### config.mk
export PLATFORM = sky130hd
export DESIGN_NAME = hsp_host_port
export DESIGN_NICKNAME = d
export VERILOG_FILES = /design/src/hdl/hsp_sync.v /design/src/hdl/hsp_chg_det.v /design/src/hdl/hsp_host_port.v
export VERILOG_INCLUDE_DIRS = /design/src /design/src/inc
export SDC_FILE = /design/constraint.sdc
export NUM_CORES = 1
export LEC_CHECK = 0
export BUFFER_PORTS_ARGS = -buffer_cell sky130_fd_sc_hd__buf_4
export CAP_MARGIN = 40
export CORE_UTILIZATION = 40
export CTS_CLUSTER_SIZE = 40
export DETAILED_ROUTE_END_ITERATION = 7
export GPL_ROUTABILITY_DRIVEN = 0
export PLACE_DENSITY = 0.6
export SYNTH_ARGS = -nofsm -noshare
export SYNTH_HDL_FRONTEND = slang
export SYNTH_SLANG_ARGS = --single-unit
### constraint.sdc
create_clock -name clk -period 3.2 [get_ports clk]
set_clock_uncertainty 0.15 [all_clocks]
set_input_delay 0.32 -clock clk [delete_from_list [all_inputs] [get_ports clk]]
set_output_delay 0.32 -clock clk [all_outputs]
set_load 0.005 [all_outputs]
### src/inc/hsp_defines.vh
// Constants for the host serial port, interrupt and general-purpose port block.
// Assumes inclusion by bare name from every design file that needs them.
`ifndef HSP_DEFINES_VH
`define HSP_DEFINES_VH

// ----------------------------------------------------------------------------
// Serial addresses (first eight bits of every transfer)
// ----------------------------------------------------------------------------
`define HSP_ADDR_FUNC_WR      8'he8
`define HSP_ADDR_CS_WR        8'he9
`define HSP_ADDR_IRQ_RD       8'hea
`define HSP_ADDR_RATE_RD      8'heb
`define HSP_ADDR_CS_RD        8'hec
`define HSP_ADDR_PC_RD        8'hed

// ----------------------------------------------------------------------------
// Frame layout
// ----------------------------------------------------------------------------
`define HSP_ADDR_BITS         4'h8
`define HSP_DATA_BITS         5'h10
`define HSP_CHIP_LO_BIT       0
`define HSP_CHIP_HI_BIT       1
`define HSP_CMD_LSB           4
`define HSP_CMD_MSB           7
`define HSP_VAL_LSB           8
`define HSP_VAL_MSB           15

// ----------------------------------------------------------------------------
// Command addresses (four-bit index carried in write bits 4 to 7)
// ----------------------------------------------------------------------------
`define HSP_CMD_SYSTEM        4'h0
`define HSP_CMD_IRQ_ENABLE    4'h8
`define HSP_CMD_PORT_OUT      4'ha

// ----------------------------------------------------------------------------
// Fields of the value byte (bit index inside write bits 8 to 15)
// ----------------------------------------------------------------------------
`define HSP_SYS_READ_DIS_BIT  1
`define HSP_SYS_CLR_MODE_BIT  3
`define HSP_PORT_OUT_LSB      4
`define HSP_PORT_OUT_MSB      7

// ----------------------------------------------------------------------------
// Interrupt source bit positions (enable byte and event byte alike)
// ----------------------------------------------------------------------------
`define HSP_SRC_FAULT         0
`define HSP_SRC_PRESENCE      1
`define HSP_SRC_RATE          2
`define HSP_SRC_CS_UPDATE     3
`define HSP_SRC_NON_AUDIO     4
`define HSP_SRC_BURST         5
`define HSP_SRC_SLIP          6
`define HSP_SRC_EMPHASIS      7

// ----------------------------------------------------------------------------
// Reset values
// ----------------------------------------------------------------------------
`define HSP_RST_ENABLE        8'h00
`define HSP_RST_PORT_OUT      4'h0
`define HSP_RST_PERIOD        16'h0271

`endif

### src/hdl/hsp_sync.v
// Two-stage synchroniser for a bundle of independent level inputs.
// Assumes each bit is a slow level; no bundle coherence is promised.
`timescale 1ns/1ps
`default_nettype none

module hsp_sync #(
    parameter W = 1
) (
    input  wire         clk,
    input  wire         rst_n,
    input  wire [W-1:0] d,
    output reg  [W-1:0] q
);

    reg [W-1:0] meta_r;

    // ------------------------------------------------------------------------
    // Two flops; only the second stage is read outside
    // ------------------------------------------------------------------------
    always @(posedge clk or negedge rst_n) begin
        if (!rst_n) begin
            meta_r <= {W{1'b0}};
            q      <= {W{1'b0}};
        end else begin
            meta_r <= d;
            q      <= meta_r;
        end
    end

endmodule

`default_nettype wire

### src/hdl/hsp_chg_det.v
// Change detector: pulses for one cycle whenever its input word changes.
// Assumes the input is on the same clock; the first sample is only a reference.
`timescale 1ns/1ps
`default_nettype none

module hsp_chg_det #(
    parameter W = 1
) (
    input  wire         clk,
    input  wire         rst_n,
    input  wire [W-1:0] d,
    output wire         chg
);

    reg [W-1:0] prev_r;
    reg         primed_r;

    // ------------------------------------------------------------------------
    // Previous value; no pulse until a reference has been taken
    // ------------------------------------------------------------------------
    always @(posedge clk or negedge rst_n) begin
        if (!rst_n) begin
            prev_r   <= {W{1'b0}};
            primed_r <= 1'b0;
        end else begin
            prev_r   <= d;
            primed_r <= 1'b1;
        end
    end

    assign chg = primed_r && (d != prev_r);

endmodule

`default_nettype wire

### src/hdl/hsp_host_port.v
// Host serial port with interrupt pin and four-bit general-purpose port.
// Assumes event sources and the sample tick come from logic on clk;
// serial pins, port pins, direction pin and chip straps are asynchronous.
//
// Operation
// Interrupt pin idles high, goes low on any enabled event.
// Mode bit picks fixed low pulse or release on interrupt register read.
// Enable byte at command 8 gates sources; pin shows their OR.
// Fault, presence, rate, non-audio and emphasis raise events on change.
// Channel status refresh of first 48 bits raises an event.
// Capture of a new burst Pc value raises an event.
// Slave-mode repeated sample with missing sample raises an event.
// Fired enabled source latches its state into interrupt read bits 8-15.
// Fault and non-audio bits read live; others hold latched value.
// Host keeps oscillator running to get presence and rate events.
// Clear-on-read mode releases pin once interrupt read address arrives.
// Pulse mode low time lies between half and one and a half samples.
// Serial data output is a three-state driver, not open drain.
// Every transfer opens with an eight-bit serial address selecting function.
// Host sends address nibbles, chip address, zeros, command, data.
// Write bits 0 and 1 must match strapped chip address.
// Data output floats while enable low, drives from enable rise after read.
// Read-line disable bit keeps data output floating always.
// Direction pin high makes all port pins inputs, low makes outputs.
// Command 10 bits 12-15 drive the port pins in output direction.
// Host sends zeros in bits 8-11 of the port command.
// In input direction port pin levels read back in bits 0-3 at 0xEB.
`timescale 1ns/1ps
`default_nettype none
`include "hsp_defines.vh"

module hsp_host_port #(
    parameter PW = 16
) (
    input  wire       clk,
    input  wire       rst_n,
    input  wire       serial_shift_clock,
    input  wire       chip_enable,
    input  wire       serial_in,
    output reg        serial_out,
    output reg        serial_out_oe,
    output reg        irq_n,
    input  wire [1:0] chip_addr_strap,
    input  wire       port_dir_input,
    input  wire [3:0] port_pin_i,
    output reg  [3:0] port_pin_o,
    output reg  [3:0] port_pin_oe,
    input  wire       sample_tick,
    input  wire       receive_fault_pin,
    input  wire       input_presence,
    input  wire [3:0] rate_code,
    input  wire       non_audio_pin,
    input  wire       emphasis_info,
    input  wire       cs_refresh_stb,
    input  wire       burst_pc_stb,
    input  wire       slip_stb
);

    // ------------------------------------------------------------------------
    // Transfer states
    // ------------------------------------------------------------------------
    localparam ST_ADDR = 2'h0;
    localparam ST_DATA = 2'h1;
    localparam ST_SKIP = 2'h2;

    // ------------------------------------------------------------------------
    // Synchronised pins
    // ------------------------------------------------------------------------
    wire [1:0] strap_s;
    wire [3:0] pin_s;
    wire       sck_s;
    wire       ce_s;
    wire       din_s;
    wire       dir_in_s;

    hsp_sync #(.W(4)) u_sync_ctl (
        .clk   (clk),
        .rst_n (rst_n),
        .d     ({port_dir_input, serial_in, chip_enable, serial_shift_clock}),
        .q     ({dir_in_s, din_s, ce_s, sck_s})
    );

    hsp_sync #(.W(6)) u_sync_pins (
        .clk   (clk),
        .rst_n (rst_n),
        .d     ({chip_addr_strap, port_pin_i}),
        .q     ({strap_s, pin_s})
    );

    // Edge history of the synchronised serial pins
    reg sck_d_r;
    reg ce_d_r;
    always @(posedge clk or negedge rst_n) begin
        if (!rst_n) begin
            sck_d_r <= 1'b0;
            ce_d_r  <= 1'b0;
        end else begin
            sck_d_r <= sck_s;
            ce_d_r  <= ce_s;
        end
    end

    wire sck_rise = sck_s & ~sck_d_r;
    wire sck_fall = ~sck_s & sck_d_r;
    wire ce_rise  = ce_s & ~ce_d_r;
    wire ce_fall  = ~ce_s & ce_d_r;

    // ------------------------------------------------------------------------
    // Chip address strap, caught once the synchroniser has settled
    // ------------------------------------------------------------------------
    reg [1:0] strap_cnt_r;
    reg [1:0] chip_addr_r;
    always @(posedge clk or negedge rst_n) begin
        if (!rst_n) begin
            strap_cnt_r <= 2'h0;
            chip_addr_r <= 2'h0;
        end else if (strap_cnt_r != 2'h3) begin
            strap_cnt_r <= strap_cnt_r + 2'h1;
            chip_addr_r <= strap_s;
        end
    end

    // ------------------------------------------------------------------------
    // Serial frame engine
    // ------------------------------------------------------------------------
    reg  [1:0]  state_r;
    reg  [7:0]  addr_sr_r;
    reg  [3:0]  addr_cnt_r;
    reg  [7:0]  addr_r;
    reg  [15:0] wr_sr_r;
    reg  [4:0]  data_cnt_r;
    reg  [15:0] rd_sr_r;

    // Address arrives high nibble first (bit 4 up), then low nibble
    wire [7:0] addr_shifted = {din_s, addr_sr_r[7:1]};
    wire [7:0] addr_word    = {addr_shifted[3:0], addr_shifted[7:4]};
    wire       addr_done    = (state_r == ST_ADDR) && sck_rise && !ce_s
                              && (addr_cnt_r == `HSP_ADDR_BITS - 4'h1);
    wire       is_read      = (addr_r == `HSP_ADDR_IRQ_RD) || (addr_r == `HSP_ADDR_RATE_RD)
                              || (addr_r == `HSP_ADDR_CS_RD) || (addr_r == `HSP_ADDR_PC_RD);
    wire       irq_rd_setup = addr_done && (addr_word == `HSP_ADDR_IRQ_RD);
    wire       frame_end    = (state_r == ST_DATA) && ce_fall;
    wire       wr_commit    = frame_end && (addr_r == `HSP_ADDR_FUNC_WR)
                              && (data_cnt_r == `HSP_DATA_BITS)
                              && (wr_sr_r[`HSP_CHIP_LO_BIT] == chip_addr_r[0])
                              && (wr_sr_r[`HSP_CHIP_HI_BIT] == chip_addr_r[1]);
    wire       irq_rd_done  = frame_end && (addr_r == `HSP_ADDR_IRQ_RD);
    wire [3:0] wr_cmd       = wr_sr_r[`HSP_CMD_MSB:`HSP_CMD_LSB];
    wire [7:0] wr_val       = wr_sr_r[`HSP_VAL_MSB:`HSP_VAL_LSB];

    // Read word chosen at data phase start
    reg  [15:0] rd_word;
    wire [7:0]  irq_data;
    reg  [3:0]  port_in_r;
    always @* begin
        rd_word = 16'h0000;
        case (addr_r)
            `HSP_ADDR_IRQ_RD:  rd_word = {irq_data, 8'h00};
            `HSP_ADDR_RATE_RD: rd_word = {12'h000, port_in_r};
            default:           rd_word = 16'h0000;
        endcase
    end

    // Address phase with enable low, data phase with enable high
    always @(posedge clk or negedge rst_n) begin
        if (!rst_n) begin
            state_r    <= ST_ADDR;
            addr_sr_r  <= 8'h00;
            addr_cnt_r <= 4'h0;
            addr_r     <= 8'h00;
            wr_sr_r    <= 16'h0000;
            data_cnt_r <= 5'h00;
            rd_sr_r    <= 16'h0000;
        end else begin
            case (state_r)
                ST_ADDR: begin
                    if (ce_rise) begin
                        // Enable rose before a full address: nothing is ours
                        state_r <= (addr_cnt_r == `HSP_ADDR_BITS) ? ST_DATA : ST_SKIP;
                        data_cnt_r <= 5'h00;
                        rd_sr_r <= rd_word;
                    end else if (sck_rise && addr_cnt_r != `HSP_ADDR_BITS) begin
                        addr_sr_r  <= addr_shifted;
                        addr_cnt_r <= addr_cnt_r + 4'h1;
                        if (addr_done) begin
                            addr_r <= addr_word;
                        end
                    end
                end
                ST_DATA: begin
                    if (ce_fall) begin
                        state_r    <= ST_ADDR;
                        addr_cnt_r <= 4'h0;
                    end else begin
                        // Bits after the sixteenth are dropped
                        if (sck_rise && data_cnt_r != `HSP_DATA_BITS) begin
                            wr_sr_r    <= {din_s, wr_sr_r[15:1]};
                            data_cnt_r <= data_cnt_r + 5'h01;
                        end
                        if (sck_fall) begin
                            rd_sr_r <= {1'b0, rd_sr_r[15:1]};
                        end
                    end
                end
                ST_SKIP: begin
                    if (ce_fall) begin
                        state_r    <= ST_ADDR;
                        addr_cnt_r <= 4'h0;
                    end
                end
                default: begin
                    state_r    <= ST_ADDR;
                    addr_cnt_r <= 4'h0;
                end
            endcase
        end
    end

    // ------------------------------------------------------------------------
    // Write registers
    // ------------------------------------------------------------------------
    reg [7:0] enable_r;
    reg [3:0] port_out_r;
    reg       clr_mode_r;
    reg       read_dis_r;
    always @(posedge clk or negedge rst_n) begin
        if (!rst_n) begin
            enable_r   <= `HSP_RST_ENABLE;
            port_out_r <= `HSP_RST_PORT_OUT;
            clr_mode_r <= 1'b0;
            read_dis_r <= 1'b0;
        end else if (wr_commit) begin
            case (wr_cmd)
                `HSP_CMD_SYSTEM: begin
                    clr_mode_r <= wr_val[`HSP_SYS_CLR_MODE_BIT];
                    read_dis_r <= wr_val[`HSP_SYS_READ_DIS_BIT];
                end
                `HSP_CMD_IRQ_ENABLE: enable_r <= wr_val;
                // Low nibble is expected zero and ignored
                `HSP_CMD_PORT_OUT: port_out_r <= wr_val[`HSP_PORT_OUT_MSB:`HSP_PORT_OUT_LSB];
                default: enable_r <= enable_r;
            endcase
        end
    end

    // ------------------------------------------------------------------------
    // Serial data output: three-state, only in a read data phase
    // ------------------------------------------------------------------------
    always @(posedge clk or negedge rst_n) begin
        if (!rst_n) begin
            serial_out    <= 1'b0;
            serial_out_oe <= 1'b0;
        end else begin
            serial_out    <= rd_sr_r[0];
            serial_out_oe <= (state_r == ST_DATA) && ce_s && is_read && !read_dis_r;
        end
    end

    // ------------------------------------------------------------------------
    // General-purpose port
    // ------------------------------------------------------------------------
    always @(posedge clk or negedge rst_n) begin
        if (!rst_n) begin
            port_pin_o  <= 4'h0;
            port_pin_oe <= 4'h0;
            port_in_r   <= 4'h0;
        end else begin
            port_pin_o  <= port_out_r;
            port_pin_oe <= dir_in_s ? 4'h0 : 4'hf;
            if (dir_in_s) begin
                port_in_r <= pin_s;
            end
        end
    end

    // ------------------------------------------------------------------------
    // Event sources
    // ------------------------------------------------------------------------
    wire [7:0] src_evt;
    wire [4:1] lvl_in = {emphasis_info, non_audio_pin, input_presence, receive_fault_pin};
    wire [4:1] lvl_chg;
    genvar gi;
    generate
        for (gi = 1; gi < 5; gi = gi + 1) begin : g_lvl
            hsp_chg_det #(.W(1)) u_det (
                .clk   (clk),
                .rst_n (rst_n),
                .d     (lvl_in[gi]),
                .chg   (lvl_chg[gi])
            );
        end
    endgenerate

    // Rate code is a word and gets its own detector
    wire rate_chg;
    hsp_chg_det #(.W(4)) u_rate (
        .clk   (clk),
        .rst_n (rst_n),
        .d     (rate_code),
        .chg   (rate_chg)
    );

    // Change-driven and strobe-driven sources
    assign src_evt[`HSP_SRC_FAULT]     = lvl_chg[1];
    assign src_evt[`HSP_SRC_PRESENCE]  = lvl_chg[2];
    assign src_evt[`HSP_SRC_RATE]      = rate_chg;
    assign src_evt[`HSP_SRC_CS_UPDATE] = cs_refresh_stb;
    assign src_evt[`HSP_SRC_NON_AUDIO] = lvl_chg[3];
    assign src_evt[`HSP_SRC_BURST]     = burst_pc_stb;
    assign src_evt[`HSP_SRC_SLIP]      = slip_stb;
    assign src_evt[`HSP_SRC_EMPHASIS]  = lvl_chg[4];

    wire [7:0] fired = src_evt & enable_r;

    // Latched state: presence and emphasis keep their new value, rate and the three strobes a sticky flag.
    // Sticky flags drop at the end of an interrupt read; a new event wins.
    reg [7:0] latch_r;
    reg [7:0] latch_nxt;
    always @* begin
        latch_nxt = irq_rd_done ? (latch_r & 8'h82) : latch_r;
        if (fired[`HSP_SRC_PRESENCE]) latch_nxt[`HSP_SRC_PRESENCE] = input_presence;
        if (fired[`HSP_SRC_EMPHASIS]) latch_nxt[`HSP_SRC_EMPHASIS] = emphasis_info;
        latch_nxt = latch_nxt | (fired & 8'h6c);
    end

    always @(posedge clk or negedge rst_n) begin
        if (!rst_n) begin
            latch_r <= 8'h00;
        end else begin
            latch_r <= latch_nxt;
        end
    end

    // Fault and non-audio bits follow the pins at read time
    assign irq_data = {latch_r[7:5], non_audio_pin, latch_r[3:1], receive_fault_pin};

    // ------------------------------------------------------------------------
    // Sample period measurement, used as the pulse length
    // ------------------------------------------------------------------------
    reg [PW-1:0] per_cnt_r;
    reg [PW-1:0] period_r;
    always @(posedge clk or negedge rst_n) begin
        if (!rst_n) begin
            per_cnt_r <= {PW{1'b0}};
            period_r  <= `HSP_RST_PERIOD;
        end else if (sample_tick) begin
            per_cnt_r <= {{(PW-1){1'b0}}, 1'b1};
            // A zero-length period would shrink the pulse to a single cycle
            if (per_cnt_r != {PW{1'b0}}) begin
                period_r <= per_cnt_r;
            end
        end else if (per_cnt_r != {PW{1'b1}}) begin
            per_cnt_r <= per_cnt_r + {{(PW-1){1'b0}}, 1'b1};
        end
    end

    // ------------------------------------------------------------------------
    // Interrupt pin
    // ------------------------------------------------------------------------
    reg [PW-1:0] pulse_cnt_r;
    wire         any_fired = |fired;
    always @(posedge clk or negedge rst_n) begin
        if (!rst_n) begin
            irq_n       <= 1'b1;
            pulse_cnt_r <= {PW{1'b0}};
        end else if (any_fired) begin
            irq_n       <= 1'b0;
            pulse_cnt_r <= period_r;     // One sample period, inside the allowed window
        end else if (clr_mode_r) begin
            pulse_cnt_r <= {PW{1'b0}};
            if (irq_rd_setup) begin
                irq_n <= 1'b1;
            end
        end else if (pulse_cnt_r != {PW{1'b0}}) begin
            pulse_cnt_r <= pulse_cnt_r - {{(PW-1){1'b0}}, 1'b1};
            if (pulse_cnt_r == {{(PW-1){1'b0}}, 1'b1}) begin
                irq_n <= 1'b1;
            end
        end else begin
            irq_n <= 1'b1;
        end
    end

endmodule

`default_nettype wire

== Word-level counts from Yosys, hierarchy flattened ==
Index checks and enable logic that the tools add are counted.
W data, S select, Z words.
Storage, ports and cells
  register bits after elaboration: 179
  bits of input ports: 24
  output and inout bits: 11
  word-level logic and storage cells: 163
Operators by class
  add/sub/neg operators: 5
  equal/unequal tests: 34
  muxes and demuxes: 31
  bitwise logic cells: 12
  reduce and logical (&&, ||, !) cells: 46
Operators by type and width (count)
  $mux W16: 8
  $pmux W16 S2: 2
  $eq A8 B8 Y1 const B: 6
  $reduce_bool A16 Y1: 2
  $logic_and A1 B1 Y1: 20
  $add A16 B1 Y16 const B: 1
  $eq A16 B1 Y1 const B: 1
  $mux W4: 4
  $ne A16 B16 Y1 const B: 1
  $sub A16 B1 Y16 const B: 1
  $mux W5: 3
  $eq A4 B4 Y1 const B: 3
  $reduce_and A2 Y1: 6
  $reduce_and A4 Y1: 3
  $ne A2 B2 Y1 const B: 5
  $pmux W5 S2: 1
  $reduce_and A3 Y1: 3
  $and A8 B8 Y8: 1
  $or A8 B7 Y8: 1
  $pmux W4 S2: 1
  $reduce_or A8 Y1: 1
  $mux W1: 7
  $mux W7: 1
  $mux W2: 3
  25 further kinds: 43

== Longest topological paths before layout ==
  depth in word-level cells: 9
  mapped depth: 8
  gate-level depth less buffers: 7

== Modules after synthesis ==
A second synthesis with hierarchy kept.
Unflattened totals
  cell total of the unflattened synthesis: 608
  area, all modules: 7440.9 sq um
Modules (own cells, without submodules)
  hsp_host_port: instances 1, cells each 557, area an instance 6490.0 sq um, sequential area each 3611.0 sq um
  hsp_sync (u_sync_pins): instances 1, cells each 12, area an instance 300.3 sq um, sequential area each 300.3 sq um
  hsp_chg_det (g_lvl[1].u_det ...): instances 4, cells each 5, area an instance 68.8 sq um, sequential area each 50.0 sq um
  hsp_sync (u_sync_ctl): instances 1, cells each 8, area an instance 200.2 sq um, sequential area each 200.2 sq um
  hsp_chg_det (u_rate): instances 1, cells each 11, area an instance 175.2 sq um, sequential area each 125.1 sq um

== Worst setup path before layout ==
OpenSTA, ideal clock, no wires.
  path kind: reg-to-reg
  from: register addr_r[0]
  to: register enable_r[0]
  library setup time: 125 ps
  data arrival time: 1883 ps
  data required time: 2925 ps
  setup slack: 1043 ps
  cell stages (with the launch flop): 6
  path buffers: 0
  period minus slack after synthesis: 2157 ps
  cells stage by stage: dfrtp_1 -> or4b_4 -> nor4b_4 -> nand3_2 -> nor2_4 -> mux2_2
On the way
  cells in the longest elaborated chain, start to end: 6
RTL lines
  start, declared: line hsp_host_port.v:129  | reg [7:0] addr_r;
  start signal, assigned: line hsp_host_port.v:186  | addr_r <= addr_word;
  $eq A8 B8 Y1 (no line)
  $logic_and A1 B1 Y1 (4 in series): line hsp_host_port.v:143  | wire wr_commit = frame_end && (addr_r == `HSP_ADDR_FUNC_WR)
  $reduce_and A2 Y1 (no line)
  end signal, assigned: line hsp_host_port.v:228  | enable_r <= `HSP_RST_ENABLE;
  end signal, assigned: line hsp_host_port.v:238  | `HSP_CMD_IRQ_ENABLE: enable_r <= wr_val;
  end signal, assigned: line hsp_host_port.v:241  | default: enable_r <= enable_r;
  end, declared: line hsp_host_port.v:222  | reg [7:0] enable_r;
Every way passes these cells.
A chain may end at the register's enable or synchronous reset.

== Final worst setup path ==
  from: register state_r[0]
  to: register rd_sr_r[3]
On the way
  cells in the longest elaborated chain, start to end: 3
  elaborated cells between the ends (all ways): 8
  those cells by class: eq/ne (4); mux (1); reduce/logical (3)
RTL lines
  start, declared: line hsp_host_port.v:126  | reg [1:0] state_r;
  start signal, assigned: line hsp_host_port.v:179  | state_r <= (addr_cnt_r == `HSP_ADDR_BITS) ? ST_DATA : ST_SKIP;
  $eq A2 B1 Y1 or $logic_not A2 Y1 (tied branches): line hsp_host_port.v:175  | case (state_r)
  $ne A2 B2 Y1 (no line) or $reduce_bool A2 Y1 (tied branches)
  $reduce_and A4 Y1 (no line)
  end signal, assigned: line hsp_host_port.v:181  | rd_sr_r <= rd_word;
  end signal, assigned: line hsp_host_port.v:201  | rd_sr_r <= {1'b0, rd_sr_r[15:1]};
  end, declared: line hsp_host_port.v:132  | reg [15:0] rd_sr_r;
Parallel ways exist; a longest one is shown, timed or not.

==> impl_metrics.csv <==
group,metric,value,unit
yosys,synth_nets,640,
clock_network,clk_latency,420,ps
worst_setup_path,slowest_stage,"or4b_1",
timing,relSlewSlack,45.1,%
yosys,synth-simple-area-share,12.0,%
cells_and_area,fillCellCount,1559,
routing,wl_met3,407,um
clock_network,htree_levels,4,
place,dp_hpwl,9560,um
routing,top_layer,"met4",
yosys,synth_warnings,0,
global_route,grt.total_usage,16.4,%
clock_network,clk_path_buf_depth,2,
yosys,synthArstFlopShare,100,%
place,placed_area,0.00791,mm2
die,die_area,0.0189,mm2
worst_setup_path,startpoint_type,"flip-flop",
yosys,synth_cell_types,57,
clock_network,clock-sinks,173,
routing,dr.pass1.iters,4,
global_route,grt_start_max_net_pins,85,
global_route,antenna_found_initial,0,
yosys,ys.flop_type,"dfrtp_1",
worst_setup_path,required,3390,ps
timing,max_freq,0.406,GHz
worst_setup_path,path_max_fanout,12,
clock_network,cts_tree,"yes",
timing,maxSlewViolCount,0,
die,start_util,40.9,%
power_and_ir_drop,p_leak,3.79,nW
yosys,synth.yosys.seq_area_share,59.1,%
timing,setup-tns-final,0,ps
power_and_ir_drop,power_density,628,mW/mm2
timing,min_period_over_period,77.0,%
routing,wirelength,14000,um
die,fp-row-count,49,
worst_setup_path,arrival,2660,ps
yosys,synth-compound-area-share,8.88,%
yosys,yosysMostFrequentCell,"dfrtp_1",
timing,finalHoldViolations,0,
cells_and_area,area_growth,18.6,%
worst_setup_path,path_cells,"ha_1 -> or4b_1 -> nor3b_1 -> a22oi_1 -> a21oi_1",
routing,routed_via_density,5.26,
worst_setup_path,critical_path_class,"flip-flop to flip-flop",
routing,wl_met2,6740,um
die,ios,35,
cells_and_area,layout-drive-gt1-share,23.7,%
power_and_ir_drop,vdd_drop_max,0.445,mV
status,status,"finished, final reports clean",
yosys,synth_common_cells,"dfrtp_1 (167), mux2_2 (69), nand2_1 (42)",
die,core_area,0.0180,mm2
die,dieHeight,137,um
yosys,yosys-mux-area-fraction,10.6,%
die,die_x,137,um
timing,worstMarginPinSlew,824,ps
clock_network,cts.clk_slew.worst_paths,60,ps
yosys,synth_cells,604,
yosys,yosysTopAreaCell,"dfrtp_1",
cells_and_area,nets,702,
routing,drtIter0Drc,221,
yosys,synth-edff-count,0,
timing,rsz0062_at_grt,"no",
cells_and_area,postLayoutCellArea,0.00871,mm2
place,placement.io_buffers,34,
routing,drc_errors,0,
flow_run,drv_cap,0,
routing,routedWlPerCell,15.4,um
worst_setup_path,max_stage_delay,610,ps
yosys,syn_avg_cell_area,12.2,um2
yosys,ys_seq_elements,173,
power_and_ir_drop,power.total,5.47,mW
clock_network,cts_buffers,17,
cells_and_area,fin_util,48.5,%
clock_network,ctsRootBufferMaster,"clkbuf_16",
timing,period_minus_slack,2460,ps
routing,drtAntennaViolNets,0,
global_route,grt_pass1_vias,4724,
yosys,yosys.area.top_type_share,56.9,%
yosys,synth_top_family_by_area,"simple AND/OR/NAND/NOR gates",
yosys,synth_adder_area_share,2.04,%
clock_network,cts_setup_buffers,0,
routing,m1WireLength,6710,um
global_route,grt_remaining_overflow,0,
cells_and_area,num_antenna_cells,0,
global_route,grt_pass1_wl,23700,um
yosys,synth-xor-area-share,4.77,%
routing,num_vias,4772,
yosys,synth.area.top_cells,"dfrtp_1 (57%), mux2_2 (11%), xnor2_1 (2.7%), dfstp_2 (2.1%), nand2_1 (2.1%)",
yosys,syn_area,0.00734,mm2
timing,final-setup-viol-count,0,
timing,whs,28.1,ps
min_path,min_path_type,"primary input to flip-flop",
worst_setup_path,crit_path_end_kind,"flip-flop",
==> state kept, by name, summed over array words and instances (netlist names), 5 cells and up <==
signal,flops
pulse_cnt_r,16
addr_sr_r,7
enable_r,8
per_cnt_r,16
addr_r,8
u_sync_pins.meta_r,6
rd_sr_r,16
period_r,16
data_cnt_r,5
wr_sr_r,16
u_sync_pins.q,6
latch_r,6
==> critical path, delay by kind of cell (launching register included) <==
kind | cells | cell delay, ps
flops | 1 | 380
compound gates | 2 | 330
simple gates | 2 | 1170
fa+ha+maj | 1 | 350
==> power breakdown <==
part | leakage (nW) | switching [mW] | internal, mW
Combinational | 1.31 | 0.394 | 0.380
Sequential | 2.22 | 0.234 | 2.46
Clock | 0.264 | 0.844 | 1.15
Total | 3.79 | 1.47 | 4.00
==> per-stage QoR <==
| step | instances | setup slack (ps) |
|---|---|---|
| 2_1_floorplan | 604 | 1040 |
| 4_1_cts | 908 | 770 |
| 6_report | 908 | 737 |
| 3_3_place_gp | 853 | 867 |
| 3_5_place_dp | 854 | 788 |
| 5_1_grt | 908 | 520 |
==> worst paths after layout <==
kind,startpoint,end,slack [ps],cells past startpoint
min in group asynchronous,rst_n,u_sync_ctl.q[2],340,2
max in group asynchronous,rst_n,period_r[4],1780,3
hold reg to reg,u_sync_pins.meta_r[2],u_sync_pins.q[2],200,0
setup / recovery,state_r[0],rd_sr_r[3],740,5
setup reg to reg,state_r[0],rd_sr_r[3],740,5
hold / removal,sample_tick,per_cnt_r[7],30,2
==> timing repair <==
item / in CTS / in global routing
endpoints found under the hold margin: 102 / 0
resized for setup: 0 / 0
setup endpoints to repair: 0 / 0
hold buffers: 22 / 0
==> area by class of cell <==
cell class / count / area [um2] / area share [%]
clock buffers: 19 / 433 / 4.97
clock inverters: 13 / 144 / 1.65
inverters: 22 / 82.6 / 0.948
multi-input cells: 385 / 2840 / 32.6
flip-flops and latches: 173 / 4340 / 49.8
well taps: 229 / 287 / 3.29
repair buffers: 67 / 591 / 6.78
==> kinds of logic (layout without fill, tap and decap cells) <==
kind of cell | Yosys count | in the layout
DFF | 173 | 173
and+or+nand+nor | 166 | 166
AOI/OAI and AO/OA | 97 | 97
muxes | 69 | 69
buffers and inverters | 46 | 121
xor gates and xnor gates | 40 | 40
adders and majority gates | 12 | 12
other | 1 | 1
==> cell usage in the layout (no fill, tap or decap), drive strengths merged, types with 3 or more instances in the layout <==
cell type / instances
dfrtp: 167
nand3b: 4
inv: 24
nand3: 27
ha: 12
nor4: 6
o21ai: 19
a21oi: 16
o31ai: 16
buf: 44
o21a: 4
nor3: 11
xor2: 17
nor2: 37
dlygate4sd3: 22
nor3b: 4
nand2: 42
clkbuf: 19
a22oi: 11
nand4: 8
xnor2: 23
a22o: 6
clkinvlp: 6
nand2b: 5
and3: 4
nor2b: 3
dfstp: 6
a31oi: 8
mux2: 69
clkinv: 3
nor4b: 4
a211oi: 4
==> per-layer routing <==
metal	global-route usage [%]	vias to the layer above
met5	0	-
met4	5.74	0
met3	4.23	11
met2	25.4	77
met1	22.3	2410
li1	-	2274
(Power assumes the default switching activity.)
